===== src/pkg/rsc_defs.svh =====
// constants for the reset source control block
`ifndef RSC_DEFS_SVH
`define RSC_DEFS_SVH
`define RSC_CLK_PERIOD_PS 5000
`define RSC_POWERUP_TIMER_DELAY_US 64000
`define RSC_POWERUP_TIMER_CYCLES ((`RSC_POWERUP_TIMER_DELAY_US * 1000) / (`RSC_CLK_PERIOD_PS / 1000))
`define RSC_BOR_FILTER_NS 100
`define RSC_BOR_FILTER_CYCLES ((`RSC_BOR_FILTER_NS * 1000) / `RSC_CLK_PERIOD_PS)
`define RSC_PIN_FILTER_NS 50
`define RSC_PIN_FILTER_CYCLES ((`RSC_PIN_FILTER_NS * 1000) / `RSC_CLK_PERIOD_PS)
`define RSC_ADDR_BORCTL 4'h0
`define RSC_ADDR_PWRCTL 4'h1
`define RSC_ADDR_STATUS 4'h2
`define RSC_BIT_SW_EN 7
`define RSC_BIT_FAST 6
`define RSC_BIT_READY 0
`define RSC_BIT_OVF 7
`define RSC_BIT_UNF 6
`define RSC_BIT_EXTR 3
`define RSC_BIT_RI 2
`define RSC_BIT_POR 1
`define RSC_BIT_BOR 0
`define RSC_BIT_TO 1
`define RSC_BIT_PD 0
`define RSC_MODE_ON 2'h3
`define RSC_MODE_NOSLEEP 2'h2
`define RSC_MODE_SW 2'h1
`define RSC_MODE_OFF 2'h0
`endif


===== src/pkg/rsc_pkg.sv =====
// types for the reset source control block
package rsc_pkg;
   typedef struct packed {
      logic [1:0] bor_mode_cfg;
      logic brownout_level_select;
      logic ext_reset_pin_enable;
      logic low_voltage_prog_enable;
      logic stack_fault_reset_enable;
      logic powerup_timer_enable_n;
   } rsc_cfg_t;
   typedef struct packed {
      logic watchdog_expire;
      logic watchdog_clear_instr;
      logic reset_instr;
      logic stack_over;
      logic stack_under;
      logic prog_exit;
      logic sleep;
      logic wake;
   } rsc_evt_t;
   typedef enum logic [1:0] {RSC_HOLD, RSC_POWERUP_TIMER, RSC_WAIT_RDY, RSC_RUN}
      rsc_state_t;
endpackage


===== src/rtl/rsc_filter.sv =====
// glitch filter: output follows input once stable for a cycle count
`timescale 1ns/1ps
module rsc_filter #(
   parameter int unsigned COUNT = 4,
   parameter logic INIT = 1'b0
) (
   input wire logic core_clk_i,
   input wire logic rst_i,
   input wire logic raw_i,
   output logic filt_o
);
   logic [15:0] cnt;
   logic [15:0] next_cnt;
   logic next_filt;

   always_comb
   begin
      next_cnt = 16'h0000;
      next_filt = filt_o;
      if (raw_i != filt_o)
      begin
         if (cnt >= 16'(COUNT))
            next_filt = raw_i;
         else
            next_cnt = cnt + 16'h0001;
      end
   end

   always_ff @(posedge core_clk_i)
   begin
      if (rst_i)
      begin
         cnt <= 16'h0000;
         filt_o <= INIT;
      end
      else
      begin
         cnt <= next_cnt;
         filt_o <= next_filt;
      end
   end
endmodule


===== src/rtl/rsc_reset_ctl.sv =====
// reset source combiner with brown-out control and status registers
// Contract
// - two-bit field picks four brown-out modes
// - brown-out trips only after filtered long dip
// - mode 11: start waits, sleep protected, wake free
// - mode 10: off in sleep, wake waits ready
// - mode 01: software bit enables, start immediate; code waits ready while the bit is set
// - software mode protects once ready, ready visible
// - ready bit at bit zero, read only
// - software enable always stored, used in 01
// - fast start forces band-gap in 10/01
// - start waits ready per mode and enable
// - forced-on detector already ready, no delay; code still waits ready in mode 11
// - one configuration bit picks trip level
// - pin reset enabled by prog or enable bit
// - low pin holds reset, filtered, pull-up
// - pin never driven low by device
// - disabled pin is input, soft pull-up
// - watchdog expiry resets, updates timeout flags
// - reset instruction resets, clears its flag
// - stack fault resets when enabled, sets flag
// - programming exit acts as power-on reset
// - power-up timer optionally extends reset
// - timer 64 ms, enabled by cleared bit
// - timer starts after power-on and brown-out release
`timescale 1ns/1ps
`include "rsc_defs.svh"
module rsc_reset_ctl #(
   parameter int unsigned POWERUP_TIMER_CYCLES = `RSC_POWERUP_TIMER_CYCLES
) (
   input wire logic core_clk_i,
   input wire logic rst_i,
   input wire rsc_pkg::rsc_cfg_t cfg_i,
   input wire rsc_pkg::rsc_evt_t evt_i,
   input wire logic supply_low_i,
   input wire logic detector_ready_i,
   input wire logic ext_reset_pin_i,
   input wire logic sw_pullup_i,
   input wire logic [3:0] addr_i,
   input wire logic [7:0] wdata_i,
   input wire logic wr_i,
   input wire logic rd_i,
   output logic [7:0] rdata_o,
   output logic core_reset_o,
   output logic detector_enable_o,
   output logic bandgap_force_o,
   output logic brownout_level_select_o,
   output logic ext_reset_pin_o,
   output logic ext_reset_pin_oe_o,
   output logic pin_pullup_o,
   output logic gpio_in_o
);
   localparam int unsigned BOR_FILT = (`RSC_BOR_FILTER_CYCLES < 1) ? 1 :
      `RSC_BOR_FILTER_CYCLES;
   localparam int unsigned PIN_FILT = (`RSC_PIN_FILTER_CYCLES < 1) ? 1 :
      `RSC_PIN_FILTER_CYCLES;

   // register state
   logic sw_brownout_enable;
   logic brownout_fast_start;
   logic stack_over_flag;
   logic stack_under_flag;
   logic ext_reset_flag_n;
   logic reset_instr_flag_n;
   logic por_flag_n;
   logic bor_flag_n;
   logic timeout_flag_n;
   logic powerdown_flag_n;
   logic next_sw_brownout_enable;
   logic next_brownout_fast_start;
   logic next_stack_over_flag;
   logic next_stack_under_flag;
   logic next_ext_reset_flag_n;
   logic next_reset_instr_flag_n;
   logic next_por_flag_n;
   logic next_bor_flag_n;
   logic next_timeout_flag_n;
   logic next_powerdown_flag_n;
   logic [7:0] next_rdata;

   // sequencer state
   rsc_pkg::rsc_state_t state;
   rsc_pkg::rsc_state_t next_state;
   logic [31:0] powerup_timer_cnt;
   logic [31:0] next_powerup_timer_cnt;
   logic asleep;
   logic next_asleep;
   logic power_on;
   logic next_power_on;
   logic pulse_reset;
   logic next_pulse_reset;

   logic bor_low_filt;
   logic pin_filt;
   logic pin_en;
   logic bor_active;
   logic brownout_reset;
   logic brownout_ready_flag;
   logic need_ready;

   function automatic logic mode_is(input logic [1:0] m,
                                    input logic [1:0] want);
      mode_is = (m == want);
   endfunction

   rsc_filter #(.COUNT(BOR_FILT), .INIT(1'b0)) u_bor_filt (
      .core_clk_i(core_clk_i),
      .rst_i(rst_i),
      .raw_i(supply_low_i & bor_active),
      .filt_o(bor_low_filt)
   );

   rsc_filter #(.COUNT(PIN_FILT), .INIT(1'b1)) u_pin_filt (
      .core_clk_i(core_clk_i),
      .rst_i(rst_i),
      .raw_i(ext_reset_pin_i),
      .filt_o(pin_filt)
   );

   always_comb
   begin
      // protection per mode
      bor_active = 1'b0;
      case (cfg_i.bor_mode_cfg)
         `RSC_MODE_ON: bor_active = 1'b1;
         `RSC_MODE_NOSLEEP: bor_active = ~asleep;
         `RSC_MODE_SW: bor_active = sw_brownout_enable;
         default: bor_active = 1'b0;
      endcase
      detector_enable_o = bor_active;
      // sw mode protects only after detector is ready
      brownout_reset = bor_low_filt & bor_active & detector_ready_i;
      brownout_ready_flag = bor_active & detector_ready_i;
      bandgap_force_o = brownout_fast_start &
         (mode_is(cfg_i.bor_mode_cfg, `RSC_MODE_NOSLEEP) |
          mode_is(cfg_i.bor_mode_cfg, `RSC_MODE_SW));
      brownout_level_select_o = cfg_i.brownout_level_select;
      // always-on mode waits for ready too, so the flag is set before
      // execution even with the timer off
      need_ready = mode_is(cfg_i.bor_mode_cfg, `RSC_MODE_ON) |
         mode_is(cfg_i.bor_mode_cfg, `RSC_MODE_NOSLEEP) |
         (mode_is(cfg_i.bor_mode_cfg, `RSC_MODE_SW) & sw_brownout_enable);
      pin_en = cfg_i.low_voltage_prog_enable |
         cfg_i.ext_reset_pin_enable;
      ext_reset_pin_o = 1'b0;
      ext_reset_pin_oe_o = 1'b0;
      pin_pullup_o = pin_en ? 1'b1 : sw_pullup_i;
      gpio_in_o = pin_en ? 1'b1 : ext_reset_pin_i;
   end

   always_comb
   begin
      next_state = state;
      next_powerup_timer_cnt = powerup_timer_cnt;
      next_asleep = asleep;
      next_power_on = power_on;
      next_pulse_reset = 1'b0;
      if (evt_i.sleep)
         next_asleep = 1'b1;
      if (evt_i.prog_exit)
         next_power_on = 1'b1;
      if ((evt_i.watchdog_expire & ~evt_i.watchdog_clear_instr) |
          evt_i.reset_instr |
          (cfg_i.stack_fault_reset_enable &
           (evt_i.stack_over | evt_i.stack_under)))
         next_pulse_reset = 1'b1;
      case (state)
         rsc_pkg::RSC_HOLD:
         begin
            // timer waits for power-on and brown-out release
            if (!power_on && !brownout_reset)
            begin
               next_powerup_timer_cnt = 32'h00000000;
               if (!cfg_i.powerup_timer_enable_n)
                  next_state = rsc_pkg::RSC_POWERUP_TIMER;
               else
                  next_state = rsc_pkg::RSC_WAIT_RDY;
            end
            next_power_on = evt_i.prog_exit;
         end
         rsc_pkg::RSC_POWERUP_TIMER:
         begin
            if (powerup_timer_cnt >= POWERUP_TIMER_CYCLES - 1)
               next_state = rsc_pkg::RSC_WAIT_RDY;
            else
               next_powerup_timer_cnt = powerup_timer_cnt + 32'h00000001;
         end
         rsc_pkg::RSC_WAIT_RDY:
         begin
            // modes 11 and 10 also need supply above threshold
            if ((!need_ready || detector_ready_i) &&
                !(cfg_i.bor_mode_cfg[1] && bor_low_filt))
               next_state = rsc_pkg::RSC_RUN;
         end
         default:
         begin
            // wake in off-in-sleep mode waits ready again
            if (evt_i.wake)
            begin
               next_asleep = 1'b0;
               if (mode_is(cfg_i.bor_mode_cfg, `RSC_MODE_NOSLEEP))
                  next_state = rsc_pkg::RSC_WAIT_RDY;
            end
         end
      endcase
      if (brownout_reset || power_on || evt_i.prog_exit)
         next_state = rsc_pkg::RSC_HOLD;
   end

   // pin hold is independent of the timer
   assign core_reset_o = (state != rsc_pkg::RSC_RUN) | pulse_reset |
      (pin_en & ~pin_filt);

   always_comb
   begin
      next_sw_brownout_enable = sw_brownout_enable;
      next_brownout_fast_start = brownout_fast_start;
      next_stack_over_flag = stack_over_flag;
      next_stack_under_flag = stack_under_flag;
      next_ext_reset_flag_n = ext_reset_flag_n;
      next_reset_instr_flag_n = reset_instr_flag_n;
      next_por_flag_n = por_flag_n;
      next_bor_flag_n = bor_flag_n;
      next_timeout_flag_n = timeout_flag_n;
      next_powerdown_flag_n = powerdown_flag_n;
      next_rdata = 8'h00;
      if (wr_i)
      begin
         if (addr_i == `RSC_ADDR_BORCTL)
         begin
            next_sw_brownout_enable = wdata_i[`RSC_BIT_SW_EN];
            next_brownout_fast_start = wdata_i[`RSC_BIT_FAST];
         end
         else if (addr_i == `RSC_ADDR_PWRCTL)
         begin
            next_stack_over_flag = wdata_i[`RSC_BIT_OVF];
            next_stack_under_flag = wdata_i[`RSC_BIT_UNF];
            next_ext_reset_flag_n = wdata_i[`RSC_BIT_EXTR];
            next_reset_instr_flag_n = wdata_i[`RSC_BIT_RI];
            next_por_flag_n = wdata_i[`RSC_BIT_POR];
            next_bor_flag_n = wdata_i[`RSC_BIT_BOR];
         end
      end
      // hardware events win over a same-cycle write
      if (evt_i.watchdog_expire & ~evt_i.watchdog_clear_instr)
      begin
         next_timeout_flag_n = 1'b0;
         next_powerdown_flag_n = ~asleep;
      end
      if (evt_i.watchdog_clear_instr)
      begin
         next_timeout_flag_n = 1'b1;
         next_powerdown_flag_n = 1'b1;
      end
      if (evt_i.reset_instr)
         next_reset_instr_flag_n = 1'b0;
      if (cfg_i.stack_fault_reset_enable & evt_i.stack_over)
         next_stack_over_flag = 1'b1;
      if (cfg_i.stack_fault_reset_enable & evt_i.stack_under)
         next_stack_under_flag = 1'b1;
      if (pin_en & ~pin_filt)
         next_ext_reset_flag_n = 1'b0;
      if (brownout_reset)
         next_bor_flag_n = 1'b0;
      if (evt_i.prog_exit)
      begin
         next_por_flag_n = 1'b0;
         next_timeout_flag_n = 1'b1;
         next_powerdown_flag_n = 1'b1;
         // every bit except bor_flag_n takes its power-on value, as after rst_i
         next_sw_brownout_enable = 1'b1;
         next_brownout_fast_start = 1'b0;
         next_stack_over_flag = 1'b0;
         next_stack_under_flag = 1'b0;
         next_ext_reset_flag_n = 1'b1;
         next_reset_instr_flag_n = 1'b1;
      end
      if (rd_i)
      begin
         if (addr_i == `RSC_ADDR_BORCTL)
         begin
            next_rdata[`RSC_BIT_SW_EN] = sw_brownout_enable;
            next_rdata[`RSC_BIT_FAST] = brownout_fast_start;
            next_rdata[`RSC_BIT_READY] = brownout_ready_flag;
         end
         else if (addr_i == `RSC_ADDR_PWRCTL)
         begin
            next_rdata[`RSC_BIT_OVF] = stack_over_flag;
            next_rdata[`RSC_BIT_UNF] = stack_under_flag;
            next_rdata[`RSC_BIT_EXTR] = ext_reset_flag_n;
            next_rdata[`RSC_BIT_RI] = reset_instr_flag_n;
            next_rdata[`RSC_BIT_POR] = por_flag_n;
            next_rdata[`RSC_BIT_BOR] = bor_flag_n;
         end
         else if (addr_i == `RSC_ADDR_STATUS)
         begin
            next_rdata[`RSC_BIT_TO] = timeout_flag_n;
            next_rdata[`RSC_BIT_PD] = powerdown_flag_n;
         end
      end
   end

   always_ff @(posedge core_clk_i)
   begin
      if (rst_i)
      begin
         // rst_i models the power-on event itself
         state <= rsc_pkg::RSC_HOLD;
         powerup_timer_cnt <= 32'h00000000;
         asleep <= 1'b0;
         power_on <= 1'b1;
         pulse_reset <= 1'b0;
         sw_brownout_enable <= 1'b1;
         brownout_fast_start <= 1'b0;
         stack_over_flag <= 1'b0;
         stack_under_flag <= 1'b0;
         ext_reset_flag_n <= 1'b1;
         reset_instr_flag_n <= 1'b1;
         por_flag_n <= 1'b0;
         bor_flag_n <= 1'b1;
         timeout_flag_n <= 1'b1;
         powerdown_flag_n <= 1'b1;
         rdata_o <= 8'h00;
      end
      else
      begin
         state <= next_state;
         powerup_timer_cnt <= next_powerup_timer_cnt;
         asleep <= next_asleep;
         power_on <= next_power_on;
         pulse_reset <= next_pulse_reset;
         sw_brownout_enable <= next_sw_brownout_enable;
         brownout_fast_start <= next_brownout_fast_start;
         stack_over_flag <= next_stack_over_flag;
         stack_under_flag <= next_stack_under_flag;
         ext_reset_flag_n <= next_ext_reset_flag_n;
         reset_instr_flag_n <= next_reset_instr_flag_n;
         por_flag_n <= next_por_flag_n;
         bor_flag_n <= next_bor_flag_n;
         timeout_flag_n <= next_timeout_flag_n;
         powerdown_flag_n <= next_powerdown_flag_n;
         rdata_o <= next_rdata;
      end
   end
endmodule


===== config.mk =====
export PLATFORM = sky130hd
export DESIGN_NAME = rsc_reset_ctl
export DESIGN_NICKNAME = d
export VERILOG_FILES = /design/src/pkg/rsc_pkg.sv /design/src/rtl/rsc_filter.sv /design/src/rtl/rsc_reset_ctl.sv
export VERILOG_INCLUDE_DIRS = /design/src /design/src/pkg
export SDC_FILE = /design/constraint.sdc
export NUM_CORES = 1
export LEC_CHECK = 0
export ABC_CLOCK_PERIOD_IN_PS = 2800
export CELL_PAD_IN_SITES_DETAIL_PLACEMENT = 0
export CELL_PAD_IN_SITES_GLOBAL_PLACEMENT = 2
export CORE_MARGIN = 2
export CORE_UTILIZATION = 32
export CTS_CLUSTER_SIZE = 10
export DETAILED_ROUTE_END_ITERATION = 8
export DONT_BUFFER_PORTS = 1
export HOLD_SLACK_MARGIN = 0.08
export PLACE_DENSITY_LB_ADDON = 0.1
export SETUP_SLACK_MARGIN = 0.2
export SLEW_MARGIN = 20
export SYNTH_ARGS = -nofsm -noshare
export SYNTH_HDL_FRONTEND = slang
export SYNTH_SLANG_ARGS = --single-unit

===== constraint.sdc =====
create_clock -name core_clk_i -period 2.8 [get_ports core_clk_i]
set_clock_uncertainty 0.1 [all_clocks]
set_input_delay 0.56 -clock core_clk_i [delete_from_list [all_inputs] [get_ports core_clk_i]]
set_output_delay 0.56 -clock core_clk_i [all_outputs]
set_load 0.02 [all_outputs]

# --- Word-level counts from Yosys, hierarchy flattened ---
# Cells that the tools add are included.
op_classes:
  addsub: 3
  magnitude_cmp: 3
  eq_ne: 19
  n_mux: 44
  bitwise: 28
  n_reduce_logical: 46
op_table:
  columns: ["op", "count"]
  rows:
  - ["$mux W32", 2]
  - ["$pmux W32 S2", 1]
  - ["$add A16 B1 Y16 const B", 2]
  - ["$add A32 B1 Y32 const B", 1]
  - ["$ge A32 B24 Y1 const B", 1]
  - ["$mux W1", 29]
  - ["$reduce_bool A2 Y1", 12]
  - ["$reduce_and A3 Y1", 7]
  - ["$mux W2", 10]
  - ["$ne A2 B2 Y1 const B", 10]
  - ["$ge A16 B4 Y1 const B", 1]
  - ["$ge A16 B5 Y1 const B", 1]
  - ["$reduce_or A3 Y1", 5]
  - ["$and A1 B1 Y1", 11]
  - ["$or A1 B1 Y1", 9]
  - ["$not A1 Y1", 8]
  - ["$reduce_bool A4 Y1", 2]
  - ["$eq A2 B2 Y1 const B", 3]
  - ["$pmux W2 S3", 1]
  - ["$reduce_and A2 Y1", 3]
  - ["$reduce_or A2 Y1", 3]
  - ["$reduce_and A5 Y1", 1]
  - ["$eq A2 B1 Y1 const B", 2]
  - ["$eq A4 B1 Y1 const B", 1]
  - ["9 further kinds", 17]
word_totals:
  reg_bits: 89
  inputBits: 35
  output_inout_bits: 16
  wordCells: 166

# --- Depth between registers and ports, before layout ---
logic_depth:
  word_depth: 8
  depth_mapped: 10
  depth_no_buf: 8

# --- Hierarchy ---
# Synthesis repeated with hierarchy kept, for this count alone.
unflattened:
  hier_cells: 417
  area_unflattened_um2: 3812.4
by_module_without_submodules:
  columns: ["mod", "n_inst", "cells_each", "area_each_um2", "seq_area_each_um2"]
  rows:
  - ["rsc_reset_ctl", 1, 333, 2793.9, 1061.0]
  - ["rsc_filter (u_bor_filt)", 1, 45, 521.8, 340.3]
  - ["rsc_filter (u_pin_filt)", 1, 39, 496.7, 340.3]

# --- Worst setup path after synthesis ---
# OpenSTA, ideal clock, no wires.
synth_timing:
  kind: "input-to-reg"
  start: "input cfg_i[6] (netlist bit)"
  end: "register powerup_timer_cnt[6]"
  setup_time_ns: 0.117
  t_arrival_ns: 2.186
  required_ns: 2.583
  slack_ns: 0.397
  path_stages: 9
  n_path_buf: 1
  path_cell_list: "inv_1 > ha_1 > a21oi_1 > a21oi_1 > a221oi_1 > and2_4 > buf_6 > nand2_1 > a32o_1"
synth_between:
  elab_chain_cells: 8
  elab_cells_between_ends: 10
  classes_between: "eq/ne (4); mux (1); bitwise (2); reduce/logical (3)"
synth_rtl:
  columns: ["element", "line_no", "source"]
  rows:
  - ["start, declared", "rsc_reset_ctl.sv:33", "input wire rsc_pkg::rsc_cfg_t cfg_i,"]
  - ["$eq A2 B1 Y1 or $eq A2 B2 Y1 (tied branches)", "rsc_reset_ctl.sv:124", "case (cfg_i.bor_mode_cfg)"]
  - ["$pmux W1 S3 (*)", "rsc_reset_ctl.sv:124", null]
  - ["$and A1 B1 Y1 (*) (2 in series)", "rsc_reset_ctl.sv:132", "brownout_reset = bor_low_filt & bor_active & detector_ready_i;"]
  - ["$logic_not A1 Y1 (*)", "rsc_reset_ctl.sv:171", "if (!power_on && !brownout_reset)"]
  - ["$logic_and A1 B1 Y1 (*)", "rsc_reset_ctl.sv:171", null]
  - ["$ne A2 B2 Y1 (no line) (*)", null, null]
  - ["$reduce_and A3 Y1 (no line) (*)", null, null]
  - ["end signal, assigned", "rsc_reset_ctl.sv:328", "powerup_timer_cnt <= next_powerup_timer_cnt;"]
  - ["end, declared", "rsc_reset_ctl.sv:84", "logic [31:0] powerup_timer_cnt;"]
# Mark *: on every way between the ends. The rest lies on a longest branch, timed or not.
# A chain may end at the register's enable or synchronous reset.

# --- Final worst setup path ---
layout_timing:
  start: "register powerup_timer_cnt[0]"
  end: "register powerup_timer_cnt[30]"
layout_between:
  elab_chain_cells: 3
  elab_cells_between_ends: 6
  classes_between: "add/sub (1); order compare (1); eq/ne (1); mux (2); reduce/logical (1)"
layout_rtl:
  columns: ["element", "line_no"]
  rows:
  - ["$add A32 B1 Y32 or $ge A32 B24 Y1 (tied branches)", "rsc_reset_ctl.sv:186, rsc_reset_ctl.sv:183"]
  - ["$mux W32 or $ne A2 B2 Y1 (tied branches)", null]
  - ["$pmux W32 S2 or $reduce_and A3 Y1 (tied branches)", null]
# Parallel ways exist; a longest one is shown, timed or not. The select of a mux whose other input is x is not followed.

==> results.json <==
{
  "relSlewSlack_pct": 58.7,
  "final-hold-violation-count": 0,
  "synth.distinct_cells": 47,
  "vias": 2970,
  "stdcell_count": 589,
  "ys_warn_count": 0,
  "post-route-worst-setup-slack_ns": 0.332,
  "synthSimpleGateAreaFrac_pct": 24.3,
  "grt_pass1_wl_um": 14800,
  "power.leakage_uw": 0.00165,
  "fin_setup_tns_ns": 0,
  "numCtsBuffers": 9,
  "rrSetupSlack_ns": 0.33,
  "dp_hpwl_um": 6260,
  "ios": 51,
  "drc": 0,
  "grt_pass1_vias": 2935,
  "synth_edf_count": 0,
  "ys_seq_area_share_pct": 46.6,
  "tightest_slew_ns": 0.614,
  "met1_usage_pct": 18.7,
  "reg2reg_from": "powerup_timer_cnt[0]",
  "clock_latency_ns": 0.34,
  "grt_setup_unrepaired": "false",
  "clock_tree.root_cell": "clkbuf_16",
  "maxCapViolations": 0,
  "crit_type": "reg -> reg",
  "synth_area_per_cell_sq_um": 9.02,
  "post-route-util_pct": 37.7,
  "cts_tree": "done",
  "routed_wl_um": 8750,
  "antenna_left": 0,
  "min_path_type": "in -> reg",
  "viasPerCell": 5.04,
  "period_minus_slack_ns": 2.47,
  "port_buffers": 0,
  "startpoint": "powerup_timer_cnt[0]",
  "drtIter0Drc": 167,
  "track_usage_pct": 15.0,
  "synth-main-ff-cell": "dfxtp_1",
  "crit_path_end_kind": "flop",
  "postSynthCellCount": 414,
  "async_flop_share_pct": 0,
  "placed_cells": 574,
  "busiest_layer": "met2",
  "ir_drop_v": 0.000337,
  "die_area_sq_mm": 0.0125,
  "clock-sinks": 87,
  "antenna_cells": 0,
  "die_h_um": 112,
  "nets": 490,
  "place_congestion": 0.745,
  "gr-usage-met2_pct": 24.3,
  "grt_max_degree": 31,
  "cts_buffer_depth": 2,
  "r2r_end": "powerup_timer_cnt[30]",
  "fmaxAchievable_mhz": 405,
  "reg2regPathDepth": 8,
  "core_sq_mm": 0.0114,
  "status": "finished, final reports clean",
  "drive_above_1_share_pct": 8.52,
  "pwr_density_cell_mw_per_mm2": 615,
  "wl_per_cell_um": 14.9,
  "syn_to_final_growth_pct": 15.3,
  "muxShareOfSynthArea_pct": 3.22,
  "clk_pin_slew_ns": 0.06,
  "antenna_found_initial": 0,
  "synth_fa_ha_area_share_pct": 4.36,
  "ctsHtreeMaxLevel": 3,
  "drt-pass1-iter-count": 4,
  "required_ns": 2.94,
  "grtUsageMet3_pct": 3.89,
  "place_ws_ns": 0.269,
  "start_util_pct": 32.7,
  "min-delay-start": "rst_i",
  "num_rows": 39,
  "fill_cells": 1189,
  "cp.arrival_ns": 2.60,
  "slew_violations": 0,
  "synth_area_sq_mm": 0.00373,
  "dieWidth_um": 112,
  "multi_input_area_sq_mm": 0.00193,
  "ys_ff_latch": 87,
  "min_to": "powerup_timer_cnt[20]",
  "critPathLaunchType": "flop",
  "post-route-period-util_pct": 88.1,
  "synth_xor_area_share_pct": 1.64,
  "min_path_cells": 1,
  "gr-total-overflow": 0,
  "synth_compound_area_share_pct": 15.2,
  "setup_viol": 0,
  "regArea_sq_mm": 0.00174,
  "cp_max_fo": 9,
  "holdWs_ns": 0.183,
  "synth_top_family_by_area": "simple AND/OR/NAND/NOR gates"
}
-- layer usage --
layer,vias up,wire length (um),part of all wire [%]
li1,1527,-,-
met1,1370,4100,47
met2,59,4010,46
met3,14,427,4.9
met4,0,208,2.4
met5,-,0,0
-- power breakdown --
group          switching (uW)  total [uW]  internal, uW
Sequential               11.3        1280          1270
Clock                     471        1250           779
Combinational            74.1         119          45.1
Total                     556        2650          2090
-- layout by cell type (no fill, tap or decap), types with 4 or more instances in the layout --
| master | synthesis | routed |
|---|---|---|
| xnor2_1 | 4 | 4 |
| and3_1 | 9 | 9 |
| nor4_1 | 12 | 12 |
| ha_1 | 13 | 12 |
| and2_1 | 7 | 7 |
| mux2i_1 | 12 | 12 |
| nor3_1 | 13 | 13 |
| o21a_1 | 4 | 4 |
| nor2b_1 | 6 | 6 |
| or3_1 | 7 | 7 |
| nand2_1 | 42 | 42 |
| buf_4 | 6 | 8 |
| nand3_1 | 23 | 23 |
| nand4_1 | 10 | 10 |
| dfxtp_1 | 87 | 87 |
| a211oi_1 | 6 | 6 |
| conb_1 | 1 | 27 |
| o21ai_0 | 18 | 18 |
| a311oi_2 | 6 | 6 |
| nor2_1 | 34 | 34 |
| a31oi_1 | 12 | 12 |
| inv_1 | 19 | 19 |
| a21oi_1 | 16 | 15 |
| clkbuf_16 | 0 | 9 |
-- kinds of logic after synthesis --
family,count (synthesis)
fa+ha+maj,13
xor+xnor,7
flops,87
simple gates,177
other cells,1
buf+inv,37
mux,12
compound gates,80
-- state kept, by name, indices dropped and copies added (netlist names) --
signal / count
u_bor_filt.cnt: 16
ext_reset_flag_n: 1
powerup_timer_cnt: 32
pulse_reset: 1
power_on: 1
u_pin_filt.cnt: 16
asleep: 1
state: 2
timeout_flag_n: 1
stack_under_flag: 1
reset_instr_flag_n: 1
rdata_o: 6
por_flag_n: 1
bor_flag_n: 1
u_bor_filt.filt_o: 1
sw_brownout_enable: 1
powerdown_flag_n: 1
stack_over_flag: 1
brownout_fast_start: 1
u_pin_filt.filt_o: 1
-- repair_timing --
action / 4_1_cts / 5_1_grt
resized for setup: 0 / 2
buffers inserted: 0 / 0
hold buffers: 0 / 0
hold endpoints to repair: 0 / 0
setup endpoints to repair: 0 / 7
-- per-stage QoR --
step	power (uW)	instance area (sq um)
floorplan	1400	3830
global placement	1430	3990
detailed placement	1430	3990
CTS	2700	4300
global route	2760	4300
finish	2650	4300
-- Yosys cell counts (2+ instances only) --
cell      number  area [sq um]
o221a_2        2          22.5
or3_1          7          43.8
a21o_1         3          22.5
nand3_1       23           115
nor2b_1        6          37.5
and3_1         9          56.3
nor3_1        13          65.1
nand2b_1       2          12.5
or2_2          2          12.5
and2_1         7          43.8
nor4b_1        2          17.5
a21oi_1       16          80.1
o21a_1         4          30.0
ha_1          13           163
xnor2_1        4          35.0
nand4_1       10          62.6
a32o_1         3          30.0
buf_4          6          45.0
dfxtp_1       87          1740
xor2_1         3          26.3
o21ai_0       18          90.1
a41oi_1        3          26.3
nand2_1       42           158
a211oi_1       6          45.0
or4_4          2          22.5
clkbuf_1      11          41.3
nor2_1        34           128
mux2i_1       12           120
inv_1         19          71.3
a31oi_1       12          75.1
nor4_1        12          75.1
a311oi_2       6          90.1
-- worst max-delay path by stage --
stage,to,slack [ns]
after floorplan,powerup_timer_cnt[6],0.40
after global placement,powerup_timer_cnt[12],0.32
after global routing,powerup_timer_cnt[9],0.20
final,powerup_timer_cnt[30],0.33
after detailed placement,powerup_timer_cnt[12],0.27
after CTS,powerup_timer_cnt[12],0.25
-- worst max-delay path, stage by stage, from the launching register on --
cell and delay, ns:
dfxtp_1 0.39, ha_2 0.25, nand4_1 0.12, or4_4 0.52, a221o_1 0.45, nand2_1 0.12
buf_4 0.17, nor3_1 0.07, o21a_1 0.16
-- layout make-up --
class / instances / area share (%)
clock buffer: 12 / 5.49
clock inverter: 3 / 1.60
inverter: 19 / 1.66
multi-input combinational: 316 / 44.8
sequential: 87 / 40.5
tap: 143 / 4.16
timing repair buffer: 9 / 1.86
Power figures use the tool's default switching activity.
